[src/common/updown_regs.svh]
// Named constants for the dual clock up/down counter.
// Assumes inclusion by bare name from package and design files.
`ifndef UPDOWN_REGS_SVH
`define UPDOWN_REGS_SVH
`define CNT_W 4
`define CNT_ZERO 4'h0
`define CNT_ONE 4'h1
`define CNT_MAX_DEC 4'h9
`define CNT_MAX_BIN 4'hf
`endif

[src/common/updown_pkg.sv]
// Types shared by the up/down counter design files.
// Assumes updown_regs.svh is on the include path.
`default_nettype none
`include "updown_regs.svh"
package updown_pkg;
  typedef logic [`CNT_W-1:0] count_t;
  typedef struct packed {
    logic count_up_clock;
    logic count_down_clock;
  } clocks_t;
  typedef struct packed {
    logic preset_load_n;
    logic master_clear;
    count_t preset;
  } ctrl_t;
  typedef enum logic [2:0] {
    ST_CLEAR = 3'b001,
    ST_LOAD = 3'b010,
    ST_COUNT = 3'b100
  } mode_t;
endpackage : updown_pkg
`default_nettype wire

[src/logic/updown_counter.sv]
// Four bit reversible counter with separate up and down count clocks.
// Assumes count clocks, clear and load are sampled synchronous to I_CLK.
// How it works
// Four bit count; decade variant 0..9, binary variant 0..15
// Up clock rising edge with down clock high adds one
// Down clock rising edge with up clock high subtracts one
// All four count bits update together from one register
// Clear forces the count to zero regardless of count clocks
// Load low copies the preset inputs without any count edge
// Driver holds one count clock high while pulsing the other
// Driver reverses direction only while the active clock is high
// Carry and borrow outputs rest high outside terminal states
// At maximum, carry copies the low phase of the up clock
// At zero, borrow copies the low phase of the down clock; the code holds borrow high while clear is active
// Carry and borrow can clock the next stage directly
// While load is low, preset value shows on count outputs
// Clear beats load and counting and forces the count low
// First rising edge after clear or load release is counted
// Up from maximum wraps to zero, down from zero wraps to maximum
`default_nettype none
`include "updown_regs.svh"
module updown_counter
  import updown_pkg::*;
#(
  parameter bit DECADE = 1'b0
) (
  // Clock and reset
  input wire logic I_CLK,
  input wire logic I_RESET,
  // Count clocks
  input wire clocks_t I_CLOCKS,
  // Clear, load and preset value
  input wire ctrl_t I_CTRL,
  // Count and cascade outputs
  output count_t O_COUNT,
  output logic O_CARRY_OUT_N,
  output logic O_BORROW_OUT_N
);
  count_t count_reg;
  count_t count_next;
  count_t max_val;
  mode_t mode;
  logic up_rise, dn_rise;
  logic carry_n_reg, borrow_n_reg;

  assign max_val = DECADE ? `CNT_MAX_DEC : `CNT_MAX_BIN;

  edge_detect u_up (
    .clk(I_CLK),
    .reset(I_RESET),
    .level(I_CLOCKS.count_up_clock),
    .rise(up_rise),
    .fall(),
    .last()
  );
  edge_detect u_dn (
    .clk(I_CLK),
    .reset(I_RESET),
    .level(I_CLOCKS.count_down_clock),
    .rise(dn_rise),
    .fall(),
    .last()
  );

  always_comb begin
    if (I_CTRL.master_clear) begin
      mode = ST_CLEAR;
    end else if (!I_CTRL.preset_load_n) begin
      mode = ST_LOAD;
    end else begin
      mode = ST_COUNT;
    end
  end

  // Edge detectors keep running under clear and load, so an edge after
  // release is still seen while one made inside the hold is dropped
  always_comb begin
    count_next = count_reg;
    case (mode)
      ST_CLEAR: count_next = `CNT_ZERO;
      ST_LOAD: count_next = I_CTRL.preset;
      ST_COUNT: begin
        // Both edges together count up; the driver must avoid this
        if (up_rise && I_CLOCKS.count_down_clock) begin
          if (count_reg >= max_val) begin
            count_next = `CNT_ZERO;
          end else begin
            count_next = count_reg + `CNT_ONE;
          end
        end else if (dn_rise && I_CLOCKS.count_up_clock) begin
          if (count_reg == `CNT_ZERO) begin
            count_next = max_val;
          end else begin
            count_next = count_reg - `CNT_ONE;
          end
        end
      end
      default: count_next = `CNT_ZERO;
    endcase
  end

  always_ff @(posedge I_CLK) begin
    if (I_RESET) begin
      count_reg <= `CNT_ZERO;
    end else begin
      count_reg <= count_next;
    end
  end
  assign O_COUNT = count_reg;

  // Registered cascade outputs: one cycle behind the clocks, standing in
  // for the gate delays that make a chain not fully synchronous
  always_ff @(posedge I_CLK) begin
    if (I_RESET) begin
      carry_n_reg <= 1'b1;
    end else begin
      carry_n_reg <= ~((count_next == max_val) & ~mode[0] &
                       ~I_CLOCKS.count_up_clock);
    end
  end
  always_ff @(posedge I_CLK) begin
    if (I_RESET) begin
      borrow_n_reg <= 1'b1;
    end else begin
      borrow_n_reg <= ~((count_next == `CNT_ZERO) & ~mode[0] &
                        ~I_CLOCKS.count_down_clock);
    end
  end
  assign O_CARRY_OUT_N = carry_n_reg;
  assign O_BORROW_OUT_N = borrow_n_reg;
endmodule : updown_counter
`default_nettype wire

[src/logic/edge_detect.sv]
// Rising and falling edge detector for a sampled count clock level.
// Assumes the input is already synchronous to I_CLK.
`default_nettype none
module edge_detect (
  input wire logic clk,
  input wire logic reset,
  input wire logic level,
  output logic rise,
  output logic fall,
  output logic last
);
  logic last_reg;
  // Resets high so a clock held high at reset gives no false edge
  always_ff @(posedge clk) begin
    if (reset) begin
      last_reg <= 1'b1;
    end else begin
      last_reg <= level;
    end
  end
  assign rise = level & ~last_reg;
  assign fall = ~level & last_reg;
  assign last = last_reg;
endmodule : edge_detect
`default_nettype wire

[config.mk]
export PLATFORM = sky130hd
export DESIGN_NAME = updown_counter
export DESIGN_NICKNAME = d
export VERILOG_FILES = /design/src/common/updown_pkg.sv /design/src/logic/updown_counter.sv /design/src/logic/edge_detect.sv
export VERILOG_INCLUDE_DIRS = /design/src /design/src/common
export SDC_FILE = /design/constraint.sdc
export NUM_CORES = 1
export LEC_CHECK = 0
export BUFFER_PORTS_ARGS = -buffer_cell sky130_fd_sc_hd__buf_4
export CORE_AREA = 3 3 40 42
export DETAILED_ROUTE_END_ITERATION = 12
export DIE_AREA = 0 0 43 45
export RECOVER_POWER = 100
export SYNTH_ARGS = -nofsm -noshare
export SYNTH_HDL_FRONTEND = slang
export SYNTH_SLANG_ARGS = --single-unit
[constraint.sdc]
create_clock -name I_CLK -period 3.65 [get_ports I_CLK]
set_input_delay 0.1825 -clock I_CLK [delete_from_list [all_inputs] [get_ports I_CLK]]
set_output_delay 0.1825 -clock I_CLK [all_outputs]
set_load 0.005 [all_outputs]
# ---- Word-level counts from Yosys, hierarchy flattened
# Cells that the tools add are included.
dict set report totals {
  elab_cells 35
  ff_bits 8
  output_inout_bits 6
  inputBits 10
}
dict set report classes {
  bitwise 13
  n_reduce_logical 4
  addsub 2
  n_eq_ne 3
  mux 7
  n_lt_le_gt_ge 1
}
# cell n
set ops {}
lappend ops {{$mux 4} 4}
lappend ops {{$logic_not 4->1} 2}
lappend ops {{$pmux 4 s2} 1}
lappend ops {{$not 1->1} 7}
lappend ops {{$and 1x1->1} 6}
lappend ops {{$mux 3} 2}
lappend ops {{$add 4x1->4 const B} 1}
lappend ops {{$eq 4x4->1 const B} 1}
lappend ops {{$ge 4x4->1 const B} 1}
lappend ops {{$sub 4x1->4 const B} 1}
lappend ops {{$eq 3x2->1 const B} 1}
lappend ops {{$eq 3x3->1 const B} 1}
lappend ops {{$logic_and 1x1->1} 2}

# ---- Longest topological paths before layout
# Gate-level depths: netlist of the first run.
dict set report depth {
  depth_word 10
  depth_mapped 7
  depth_no_buf 7
}

# ---- Hierarchy
# A second synthesis of the first run with hierarchy kept.
dict set report hier_totals {
  cells_unflattened 61
  area_unflattened_um2 534.3
}
# module area_each_um2 cells_each n_inst seq_area_each_um2
set modules_own_cells {}
lappend modules_own_cells {updown_counter 454.2 53 1 120.1}
lappend modules_own_cells {edge_detect 40.0 4 2 20.0}

# ---- Worst setup path after synthesis of the first run
# OpenSTA, ideal clock, no wires.
dict set report synth_timing {
  path_type {register -> register}
  startpoint {register count_reg[0] (netlist: O_COUNT[0])}
  endpoint {register carry_n_reg (netlist: O_CARRY_OUT_N)}
  path_stages_with_launch 8
  slack_ns 1.862
  required_ns 3.516
  setup_time_ns 0.134
  period_less_slack_ns 1.788
  arrival_time_ns 1.654
  n_path_buf 0
  cell_sequence {dfxtp_1 > inv_1 > ha_1 > nand3b_1 > a21oi_2 > xnor2_1 > a211oi_1 > or4b_1}
}
dict set report synth_between {
  elab_chain_cells 9
  elab_cells_between_ends 13
  cone_classes {add/sub: 2; order compare: 1; eq/ne: 1; mux: 5; bitwise: 3; reduce/logical: 1}
}
# item line
set synth_rtl {}
lappend synth_rtl {{start: declaration} updown_counter.sv:39} ;# count_t count_reg;
lappend synth_rtl {{start signal: assignment} updown_counter.sv:104} ;# count_reg <= `CNT_ZERO;
lappend synth_rtl {{start signal: assignment} updown_counter.sv:106} ;# count_reg <= count_next;
lappend synth_rtl {{$sub 4x1->4 (no source line) / $logic_not 4->1 (equally long branches)} n/a}
lappend synth_rtl {{$mux 4} updown_counter.sv:91} ;# if (count_reg == `CNT_ZERO) begin
lappend synth_rtl {{$mux 4} updown_counter.sv:90} ;# end else if (dn_rise && I_CLOCKS.count_up_clock) begin
lappend synth_rtl {{$mux 4 (*)} updown_counter.sv:84} ;# if (up_rise && I_CLOCKS.count_down_clock) begin
lappend synth_rtl {{$pmux 4 s2 (*)} updown_counter.sv:79} ;# case (mode)
lappend synth_rtl {{$eq 4x4->1 (*)} updown_counter.sv:117} ;# carry_n_reg <= ~((count_next == max_val) & ~mode[0] &
lappend synth_rtl {{$and 1x1->1 (*) (2 in a row)} updown_counter.sv:117}
lappend synth_rtl {{$not 1->1 (*)} updown_counter.sv:117}
lappend synth_rtl {{end signal: assignment} updown_counter.sv:117}
lappend synth_rtl {{end: declaration} updown_counter.sv:44} ;# logic carry_n_reg, borrow_n_reg;
# Every way passes the cells marked *; elsewhere a longest branch is shown, timed or not.
# A chain may end at the register's enable or synchronous reset.

# ---- Final worst setup path of the first run
# Same ends and word-level chain as after synthesis.

==> metrics.txt, run 1 <==
final setup margin 1.69 ns; drt total wl 1150 µm; latest clock arrival within the worst-skew pair 0.26 ns; maximum clock frequency 510 MHz; Tcrit/Tclk final 53.8%; HP Class in2reg; Clock power frac 35.1%; count of final setup violators 0; most frequent cells in the layout clkbuf_4 (9), dfxtp_1 (8), buf_4 (7), nor2_1 (5); Sw Ratio 26.5%; post-layout min period 1.96 ns; Ports 16; Pre-antenna DRT Iters 4; Critical Path, Cell by Cell inv_1, ha_1, nor4b_1, nand3_1, a31oi_1, a21oi_1, or4b_1; combinational fraction of design power 17.0%; WHS 0.140 ns; sequential fraction of the synthesis area 32.9%; Worst-Margin Slew 0.337 ns; Layout Skew 0.00210 ns; post-synth cell types 27; Synth Flop Type dfxtp_1; RSZ-0062 raised after global routing no; htree depth 1; path depth of the worst reg2reg path 7; Max Cap Violations 0; wire length per cell 12.6 µm; drt via density 5.45; critical path depth in cells 7; EDFF count, synth 0; Post-CTS Resized 0; Die Y 45 µm; Mapped Nets 70; crit end category flip-flop; CTS sink count 8; Final nets 90; final hold viol count 0; Post-CTS Setup Bufs 0; Hold Buf Count CTS 0; Post-DRT Antenna Nets 0; Critical Path Source Type flip-flop; Slew HR 77.3%; Detailed Route Iter0 Violations 7; sequential fraction of design power 47.9%; Synth Warn # 0; Crit path required time 3.78 ns; GRT Resource Usage Total 13.0%; Avg Cell Area, Syn 8.39 µm²; pin count of the biggest net entering global routing 8; Pwr Density 317 nW/µm²; residual DRC count 0; switching power 0.0000528 W; fin. max-slew vios 0; area of the core 1280 µm²; WHS Path Cells 2; CP Class reg2reg; Die Wd 43 µm; CTS max path bufs 2; Peak VDD IR 0.163 mV; DIE AREA 1940 µm²; Std-Cell Rows 13; P&R area growth vs syn 29.3%; clock buffer count from CTS 3; vias 496; Int Power 0.000147 W; Slowest Stage Delay on Critical Path 0.50 ns; Worst path top cell family by delay simple AND/OR/NAND/NOR gates; gpl congestion 0.733; final setup TNS 0 ns; Max FO, Critical Path 7; grt ovf 0; max reg flops 4; fraction of registers with async set/reset 0%; Slowest-stage cell, CP or4b_1; Syn Std Cell Area 487 µm²; reg-to-reg slack, setup 1.69 ns; CTS tree built; first-pass GRT wire length 1860 µm; Root Buffer clkbuf_4; pre-CTS WS 1.73 ns; Util after Layout 49.0%; Reg clk slew, reported paths 0.06 ns; Crit path arrival time 2.09 ns; flops & latches, synth 8; antenna violations before repair 0; Post-Synthesis Cells 58; commonest non-fill, non-tap cell in the layout clkbuf_4; status complete, no violations; Initial Util 37.9%; detailed placement HPWL 877 µm; LEAKAGE 0.241 nW; Bufs and invs on worst path 1; Diodes inserted 0; vias in the first global route 431; share of cells above drive strength 1 23.7%; port bufs 15
[kinds of logic (layout without fill, tap and decap cells)]
kind of cell / Yosys count / in the layout / share of synthesized area, %
XOR/XNOR: 3 / 3 / 5.40
flip-flops: 8 / 8 / 32.9
buffers and inverters: 3 / 21 / 2.31
adder cells (fa/ha/maj): 2 / 2 / 5.14
AND/OR/NAND/NOR: 26 / 26 / 32.7
AO/OA/AOI/OAI: 16 / 16 / 21.6
[final timing paths]
path / startpoint / end
min reg2reg: u_up.last / O_COUNT[1]
max reg2reg: O_COUNT[0] / O_CARRY_OUT_N
min: I_RESET / O_COUNT[0]
max: O_COUNT[0] / O_CARRY_OUT_N
[power groups by stage]
stage          Sequential (W)  Combinational, W  Clock (W)
3_5_place_dp        0.0000975         0.0000350          0
3_3_place_gp        0.0000973         0.0000354          0
5_1_grt             0.0000963         0.0000378  0.0000771
4_1_cts             0.0000956         0.0000353  0.0000720
6_report            0.0000956         0.0000339  0.0000700
2_1_floorplan       0.0000965         0.0000180          0
[area by class of cell]
cell class                 count  area [µm²]
fill                         140         656
multi-input combinational     47         312
timing repair buffer          15         105
inverter                       3        11.3
clock buffer                   3        22.5
sequential                     8         160
tap                           15        18.8
[per-layer routing]
layer / share of wire (%) / wire [µm] / track usage, % / vias up
met4: 0.78 / 9 / 9.04 / 0
met5: 0 / 0 / 0 / -
li1: - / - / - / 251
met3: 4.4 / 51 / 1.59 / 2
met1: 50 / 575 / 18.1 / 231
met2: 45 / 512 / 18.6 / 12
[through the flow]
stage	power (W)	std cells	area, µm²
detailed placement	0.000133	88	618
floorplan	0.000114	58	487
global placement	0.000133	88	618
CTS	0.000203	91	641
global route	0.000211	91	629
finish	0.000199	91	629
[synthesized netlist by cell type (2+ instances only)]
| cell type | number | area (µm²) |
|---|---|---|
| a211oi_1 | 2 | 15.0 |
| a21oi_1 | 3 | 15.0 |
| a31oi_1 | 2 | 12.5 |
| dfxtp_1 | 8 | 160 |
| ha_1 | 2 | 25.0 |
| inv_1 | 3 | 11.3 |
| nand2_1 | 2 | 7.51 |
| nand2b_1 | 2 | 12.5 |
| nand3_1 | 2 | 10.0 |
| nand3b_1 | 4 | 30.0 |
| nand4b_1 | 2 | 17.5 |
| nor2_1 | 5 | 18.8 |
| nor2b_1 | 2 | 12.5 |
| o21ai_0 | 3 | 15.0 |
| or2_2 | 2 | 12.5 |
| xnor2_1 | 3 | 26.3 |
[worst reg2reg max path, delay by kind of cell, from the launching register on]
kind / cells / cell delay (ns)
buffers and inverters: 1 / 0.11
flip-flops: 1 / 0.37
AND/OR/NAND/NOR: 3 / 0.88
AO/OA/AOI/OAI: 2 / 0.30
adder cells (fa/ha/maj): 1 / 0.17
Note: power is estimated with default switching activity, not from simulation.
==> inputs of run 2 (changes only) <==
Clock period 3.65 ns to 1.62 ns, I/O delays scaled along.
==> run 2 against run 1 <==
Net effect: the run now ends with setup timing left; flip-flop and latch count is the same; sequential power grew 130%; worst hold slack lost 0.13 ns; critical endpoint unchanged; highest routed layer unchanged.
==> metrics.txt, run 2 (synthesized netlist as in run 1, its figures left out) <==
Slowest Stage Delay on Critical Path 0.45 ns; final setup margin -0.113 ns; residual DRC count 0; wire length per cell 12.7 µm; post-layout min period 1.73 ns; fin. max-slew vios 0; first-pass GRT wire length 2280 µm; WHS Path Cells 2; clock buffer count from CTS 3; detailed placement HPWL 1010 µm; P&R area growth vs syn 73.5%; CP Class reg2reg; path depth of the worst reg2reg path 7; failing checks setup timing; RSZ-0062 raised after global routing yes; Layout Skew 0.00240 ns; HP Class in2reg; FF/Latch Area 170 µm²; # placed instances 101; Worst-Margin Slew 0.285 ns; Crit Reg-Reg Endpoint O_CARRY_OUT_N; sequential fraction of design power 44.4%; Int Power 0.000359 W; drt via density 5.26; share of cells above drive strength 1 52.2%; Std-Cell Rows 13; Crit path required time 1.74 ns; drt total wl 1360 µm; Max Cap Violations 0; final hold viol count 0; vias 563; latest clock arrival within the worst-skew pair 0.25 ns; commonest non-fill, non-tap cell in the layout buf_4; Critical Path Source Type flip-flop; FF-to-FF Start O_COUNT[1]; htree depth 1; DIE AREA 1940 µm²; vias in the first global route 536; Die Y 45 µm; Clock power frac 30.7%; Detailed Route Iter0 Violations 7; Reg clk slew, reported paths 0.05 ns; Diodes inserted 0; combinational fraction of design power 24.9%; port bufs 15; Ports 16; Max FO, Critical Path 5; grt ovf 0; area of the core 1280 µm²; Die Wd 43 µm; Pre-antenna DRT Iters 4; Post-DRT Antenna Nets 0; Tcrit/Tclk final 107%; CTS sink count 8; Sw Ratio 26.1%; Tot Pwr 0.000486 W; Peak VDD IR 0.335 mV; GRT Resource Usage Total 16.5%; CTS max path bufs 2; switching power 0.000127 W; Final nets 106; pin count of the biggest net entering global routing 8; max reg flops 4; count of final setup violators 1; LEAKAGE 0.343 nW; Crit path arrival time 1.86 ns; Pwr Density 576 nW/µm²; crit end category flip-flop; multi-input gate area in the final layout 387 µm²; reg-to-reg slack, setup -0.11 ns; Critical Path, Cell by Cell inv_2, ha_4, nand3b_1, a21oi_2, xnor2_1, a211oi_2, or4b_1; maximum clock frequency 577 MHz; Slew HR 81.0%; most frequent cells in the layout buf_4 (25), nor2_1 (5), clkbuf_4 (5), dfxtp_1 (4), nand3b_1 (4); CTS tree built; gpl congestion 0.768; Root Buffer clkbuf_4; status finished with violations; # fillers 111; Layout Cells excl Fill 107; HP Start I_RESET; Slowest-stage cell, CP or4b_1; end of the worst hold path O_COUNT[0]; final setup TNS -0.113 ns; antenna violations before repair 0; Initial Util 37.9%; Util after Layout 65.7%
-- run 2: cell types whose count changed in the layout (fill, tap and decap cells not counted), moves of 2 or more --
cell,delta
clkbuf_4,-4
dfxtp_4,+2
a21oi_2,+2
inv_1,-2
dfxtp_1,-4
buf_6,+2
ha_1,-2
ha_4,+2
dfxtp_2,+2
buf_4,+18
a21oi_1,-2
-- run 2: per-layer routing --
metal,global-route usage (%),up-vias,share of wire (%)
li1,-,284,-
met1,19.6,248,41
met2,26.6,27,50
met3,1.20,4,6.1
met4,15.1,0,2.4
met5,0,-,0
-- run 2: power groups by stage --
stage / Combinational [W] / Sequential (W) / Clock, W
floorplan: 0.0000435 / 0.000217 / 0
global placement: 0.000106 / 0.000217 / 0
detailed placement: 0.000106 / 0.000216 / 0
CTS: 0.000117 / 0.000214 / 0.000157
global route: 0.000133 / 0.000217 / 0.000167
finish: 0.000121 / 0.000216 / 0.000149
-- run 2: how the worst max path moves through the flow --
stage,start,to,slack (ns),cells after the start
5_1_grt,u_dn.last,O_CARRY_OUT_N,-0.19,6
2_1_floorplan,O_COUNT[0],O_CARRY_OUT_N,-0.002,7
3_3_place_gp,O_COUNT[0],O_CARRY_OUT_N,-0.16,6
4_1_cts,O_COUNT[1],O_CARRY_OUT_N,-0.09,7
3_5_place_dp,O_COUNT[0],O_CARRY_OUT_N,-0.15,6
6_report,O_COUNT[1],O_CARRY_OUT_N,-0.11,7
-- run 2: timing repair --
item,CTS,global route
hold buffers,0,0
pin swaps,4,6
setup endpoints to repair,1,3
gates resized for setup,6,8
buffers inserted,3,2
-- run 2: critical path, delay by kind of cell (launching register included) --
| family | cells | cell delay, ns |
|---|---|---|
| AOI/OAI and AO/OA | 2 | 0.39 |
| adders and majority gates | 1 | 0.13 |
| and+or+nand+nor | 2 | 0.54 |
| DFF | 1 | 0.36 |
| xor gates and xnor gates | 1 | 0.12 |
| buffers and inverters | 1 | 0.07 |
-- run 2: final cells by class --
type                    count  area share, %
multi-input cells          47           45.8
repair buffers             31           27.6
flip-flops and latches      8           20.1
clock buffers               3           2.67
well taps                  15           2.22
inverters                   3           1.63
-- run 2: metrics by stage --
step / setup slack (ns) / hold slack (ns) / cell area, µm²
floorplan: -0.00228 / 0.144 / 513
global placement: -0.159 / 0.282 / 742
detailed placement: -0.150 / 0.275 / 742
CTS: -0.0928 / 0.00635 / 822
global route: -0.188 / 0.0138 / 845
finish: -0.113 / 0.0143 / 845
==> inputs of run 3 (changes only) <==
Settings changed: ABC_AREA set to 1, CORE_AREA 3 3 40 42 to not set, CORE_MARGIN set to 3, CORE_UTILIZATION set to 40, DIE_AREA 0 0 43 45 to not set, PLACE_DENSITY set to 0.67.
==> run 3 against run 2 <==
Net effect: largest cell class unchanged; design area down 17%; worst hold slack gained 0.036 ns; worst setup slack improved by 0.32 ns; critical path type unchanged; synthesized cell count grew 53%; flip-flop and latch count stayed put; fmax grew 23%; the run now ends clean; sequential share of layout area grew 2.8 points; sequential power about the same; critical endpoint unchanged; clock skew is 0.0027 ns higher; final cell count increased by 13%.
==> metrics.txt, run 3 <==
area of the core 1200 µm²; maximum clock frequency 707 MHz; Initial Util 45.9%; Post-Synthesis Cells 89; count of final setup violators 0; WHS Path Cells 2; CTS sink count 8; Slowest Stage Delay on Critical Path 0.45 ns; Peak VDD IR 0.366 mV; drt total wl 1120 µm; Ports 16; pin count of the biggest net entering global routing 9; vias 568; vias in the first global route 500; Slew HR 78.6%; final setup margin 0.206 ns; path depth of the worst reg2reg path 9; CP Class reg2reg; latest clock arrival within the worst-skew pair 0.25 ns; DIE AREA 1860 µm²; Avg Cell Area, Syn 6.20 µm²; post-synth top area share 29.0%; clock buffer count from CTS 3; post-synth cell types 17; share of cells above drive strength 1 26.2%; synth top area cells dfxtp_1 (29%), nand2_1 (16%), nand3_1 (9.1%), inv_1 (8.2%), nor2_1 (8.2%); pre-CTS WS 0.170 ns; flops & latches, synth 8; LEAKAGE 0.359 nW; GRT Resource Usage Total 14.0%; Crit path required time 1.76 ns; port bufs 15; final setup TNS 0 ns; antenna violations before repair 0; Critical Path Source Type flip-flop; final hold viol count 0; Slowest-stage cell, CP dfxtp_1; Die Y 43.1 µm; wire length per cell 9.23 µm; htree depth 1; CTS tree built; post-layout min period 1.41 ns; most common cell in the netlist nand2_1; crit end category flip-flop; grt ovf 0; Post-DRT Antenna Nets 0; detailed placement HPWL 961 µm; Die Wd 43.1 µm; drt via density 4.69; gpl congestion 0.874; Post-CTS Setup Bufs 0; status complete, no violations; Final nets 121; P&R area growth vs syn 27.2%; commonest non-fill, non-tap cell in the layout nand2_1; Tcrit/Tclk final 87.3%; Reg clk slew, reported paths 0.06 ns; RSZ-0062 raised after global routing no; fin. max-slew vios 0; Worst-Margin Slew 0.322 ns; residual DRC count 0; Critical Path, Cell by Cell inv_1, ha_1, inv_1, a21oi_1, nand2_2, nand2_1, nand2_1, nor2_1, nand3_1; Layout Skew 0.00515 ns; Detailed Route Iter0 Violations 3; Root Buffer clkbuf_4; Max FO, Critical Path 7; HP Class in2reg; synth cell count leaders nand2_1 (24), inv_1 (12), nor2_1 (12); Std-Cell Rows 12; first-pass GRT wire length 1960 µm; CTS max path bufs 2; EDFF count, synth 0; Crit path arrival time 1.55 ns; Mapped Nets 101; Max Cap Violations 0; most frequent cells in the layout nand2_1 (24), inv_1 (12), nor2_1 (12), nand3_1 (10), buf_4 (9); Synth Flop Type dfxtp_1; max reg flops 4; Pre-antenna DRT Iters 4; Syn Std Cell Area 552 µm²; sequential fraction of the synthesis area 29.0%; Diodes inserted 0; fraction of registers with async set/reset 0%; Pwr Density 642 nW/µm²; Synth Warn # 0; top cell type by total area after synthesis dfxtp_1
-- run 3: cell types whose count changed after synthesis, moves of 3 or more --
| cell | change |
|---|---|
| nand3b_1 | -4 |
| nand3_1 | +8 |
| xnor2_1 | -3 |
| inv_1 | +9 |
| nand2_1 | +22 |
| nor2_1 | +7 |
| nand2_2 | +3 |
-- run 3: critical path, delay by kind of cell, from the launching register on --
family / cells / cell delay [ns]
AOI/OAI and AO/OA: 1 / 0.16
buffers and inverters: 2 / 0.11
DFF: 1 / 0.45
adders and majority gates: 1 / 0.27
and+or+nand+nor: 5 / 0.32
-- run 3: cell families (layout without fill, tap and decap cells) --
group	count (synthesis)	count (layout)	share of synthesized area [%]
and+or+nand+nor	59	59	50.3
buffers and inverters	12	30	8.16
AOI/OAI and AO/OA	8	8	7.94
DFF	8	8	29.0
adders and majority gates	2	2	4.53
-- run 3: final timing paths --
| kind | startpoint | slack, ns | endpoint |
|---|---|---|---|
| setup / recovery | O_COUNT[1] | 0.21 | O_CARRY_OUT_N |
| hold / removal | I_CLOCKS[0] | 0.05 | u_dn.last |
| setup reg to reg | O_COUNT[1] | 0.21 | O_CARRY_OUT_N |
| hold reg to reg | O_COUNT[0] | 0.70 | O_COUNT[0] |
-- run 3: power by group --
| group | switching, W | total, W | internal [W] |
|---|---|---|---|
| Combinational | 0.0000455 | 0.0000861 | 0.0000406 |
| Clock | 0.0000663 | 0.000151 | 0.0000847 |
| Sequential | 0.00000906 | 0.000214 | 0.000205 |
-- run 3: cell type report --
cell class / instances / area (µm²)
Multi-Input combinational cell: 69 / 347
Sequential cell: 8 / 161
Clock buffer: 3 / 22.5
Inverter: 12 / 45.0
Tap cell: 14 / 17.5
Fill cell: 144 / 499
Timing Repair Buffer: 15 / 109
-- run 3: timing repair --
item,in CTS,in global routing
gates resized for setup,0,1
hold buffers,0,0
endpoints found under the setup margin,0,1
-- run 3: metal layers --
metal | vias up | share of wire, % | global-route usage [%]
met4 | 0 | 2.2 | 9.04
met1 | 227 | 48 | 16.5
met5 | - | 0 | 0
met3 | 4 | 6.5 | 3.81
met2 | 18 | 43 | 21.8
li1 | 319 | - | -
-- run 3: stage by stage --
| step | hold WS (ns) | utilization (%) | instance area [µm²] | cells | power (W) |
|---|---|---|---|---|---|
| 3_5_place_dp | 0.310 | 56.8 | 682 | 118 | 0.000306 |
| 3_3_place_gp | 0.307 | 56.8 | 682 | 118 | 0.000306 |
| 2_1_floorplan | 0.150 | - | 552 | 89 | 0.000267 |
| 4_1_cts | 0.0404 | 58.6 | 704 | 121 | 0.000460 |
| 6_report | 0.0507 | 58.4 | 702 | 121 | 0.000451 |
| 5_1_grt | 0.0406 | 58.4 | 702 | 121 | 0.000495 |
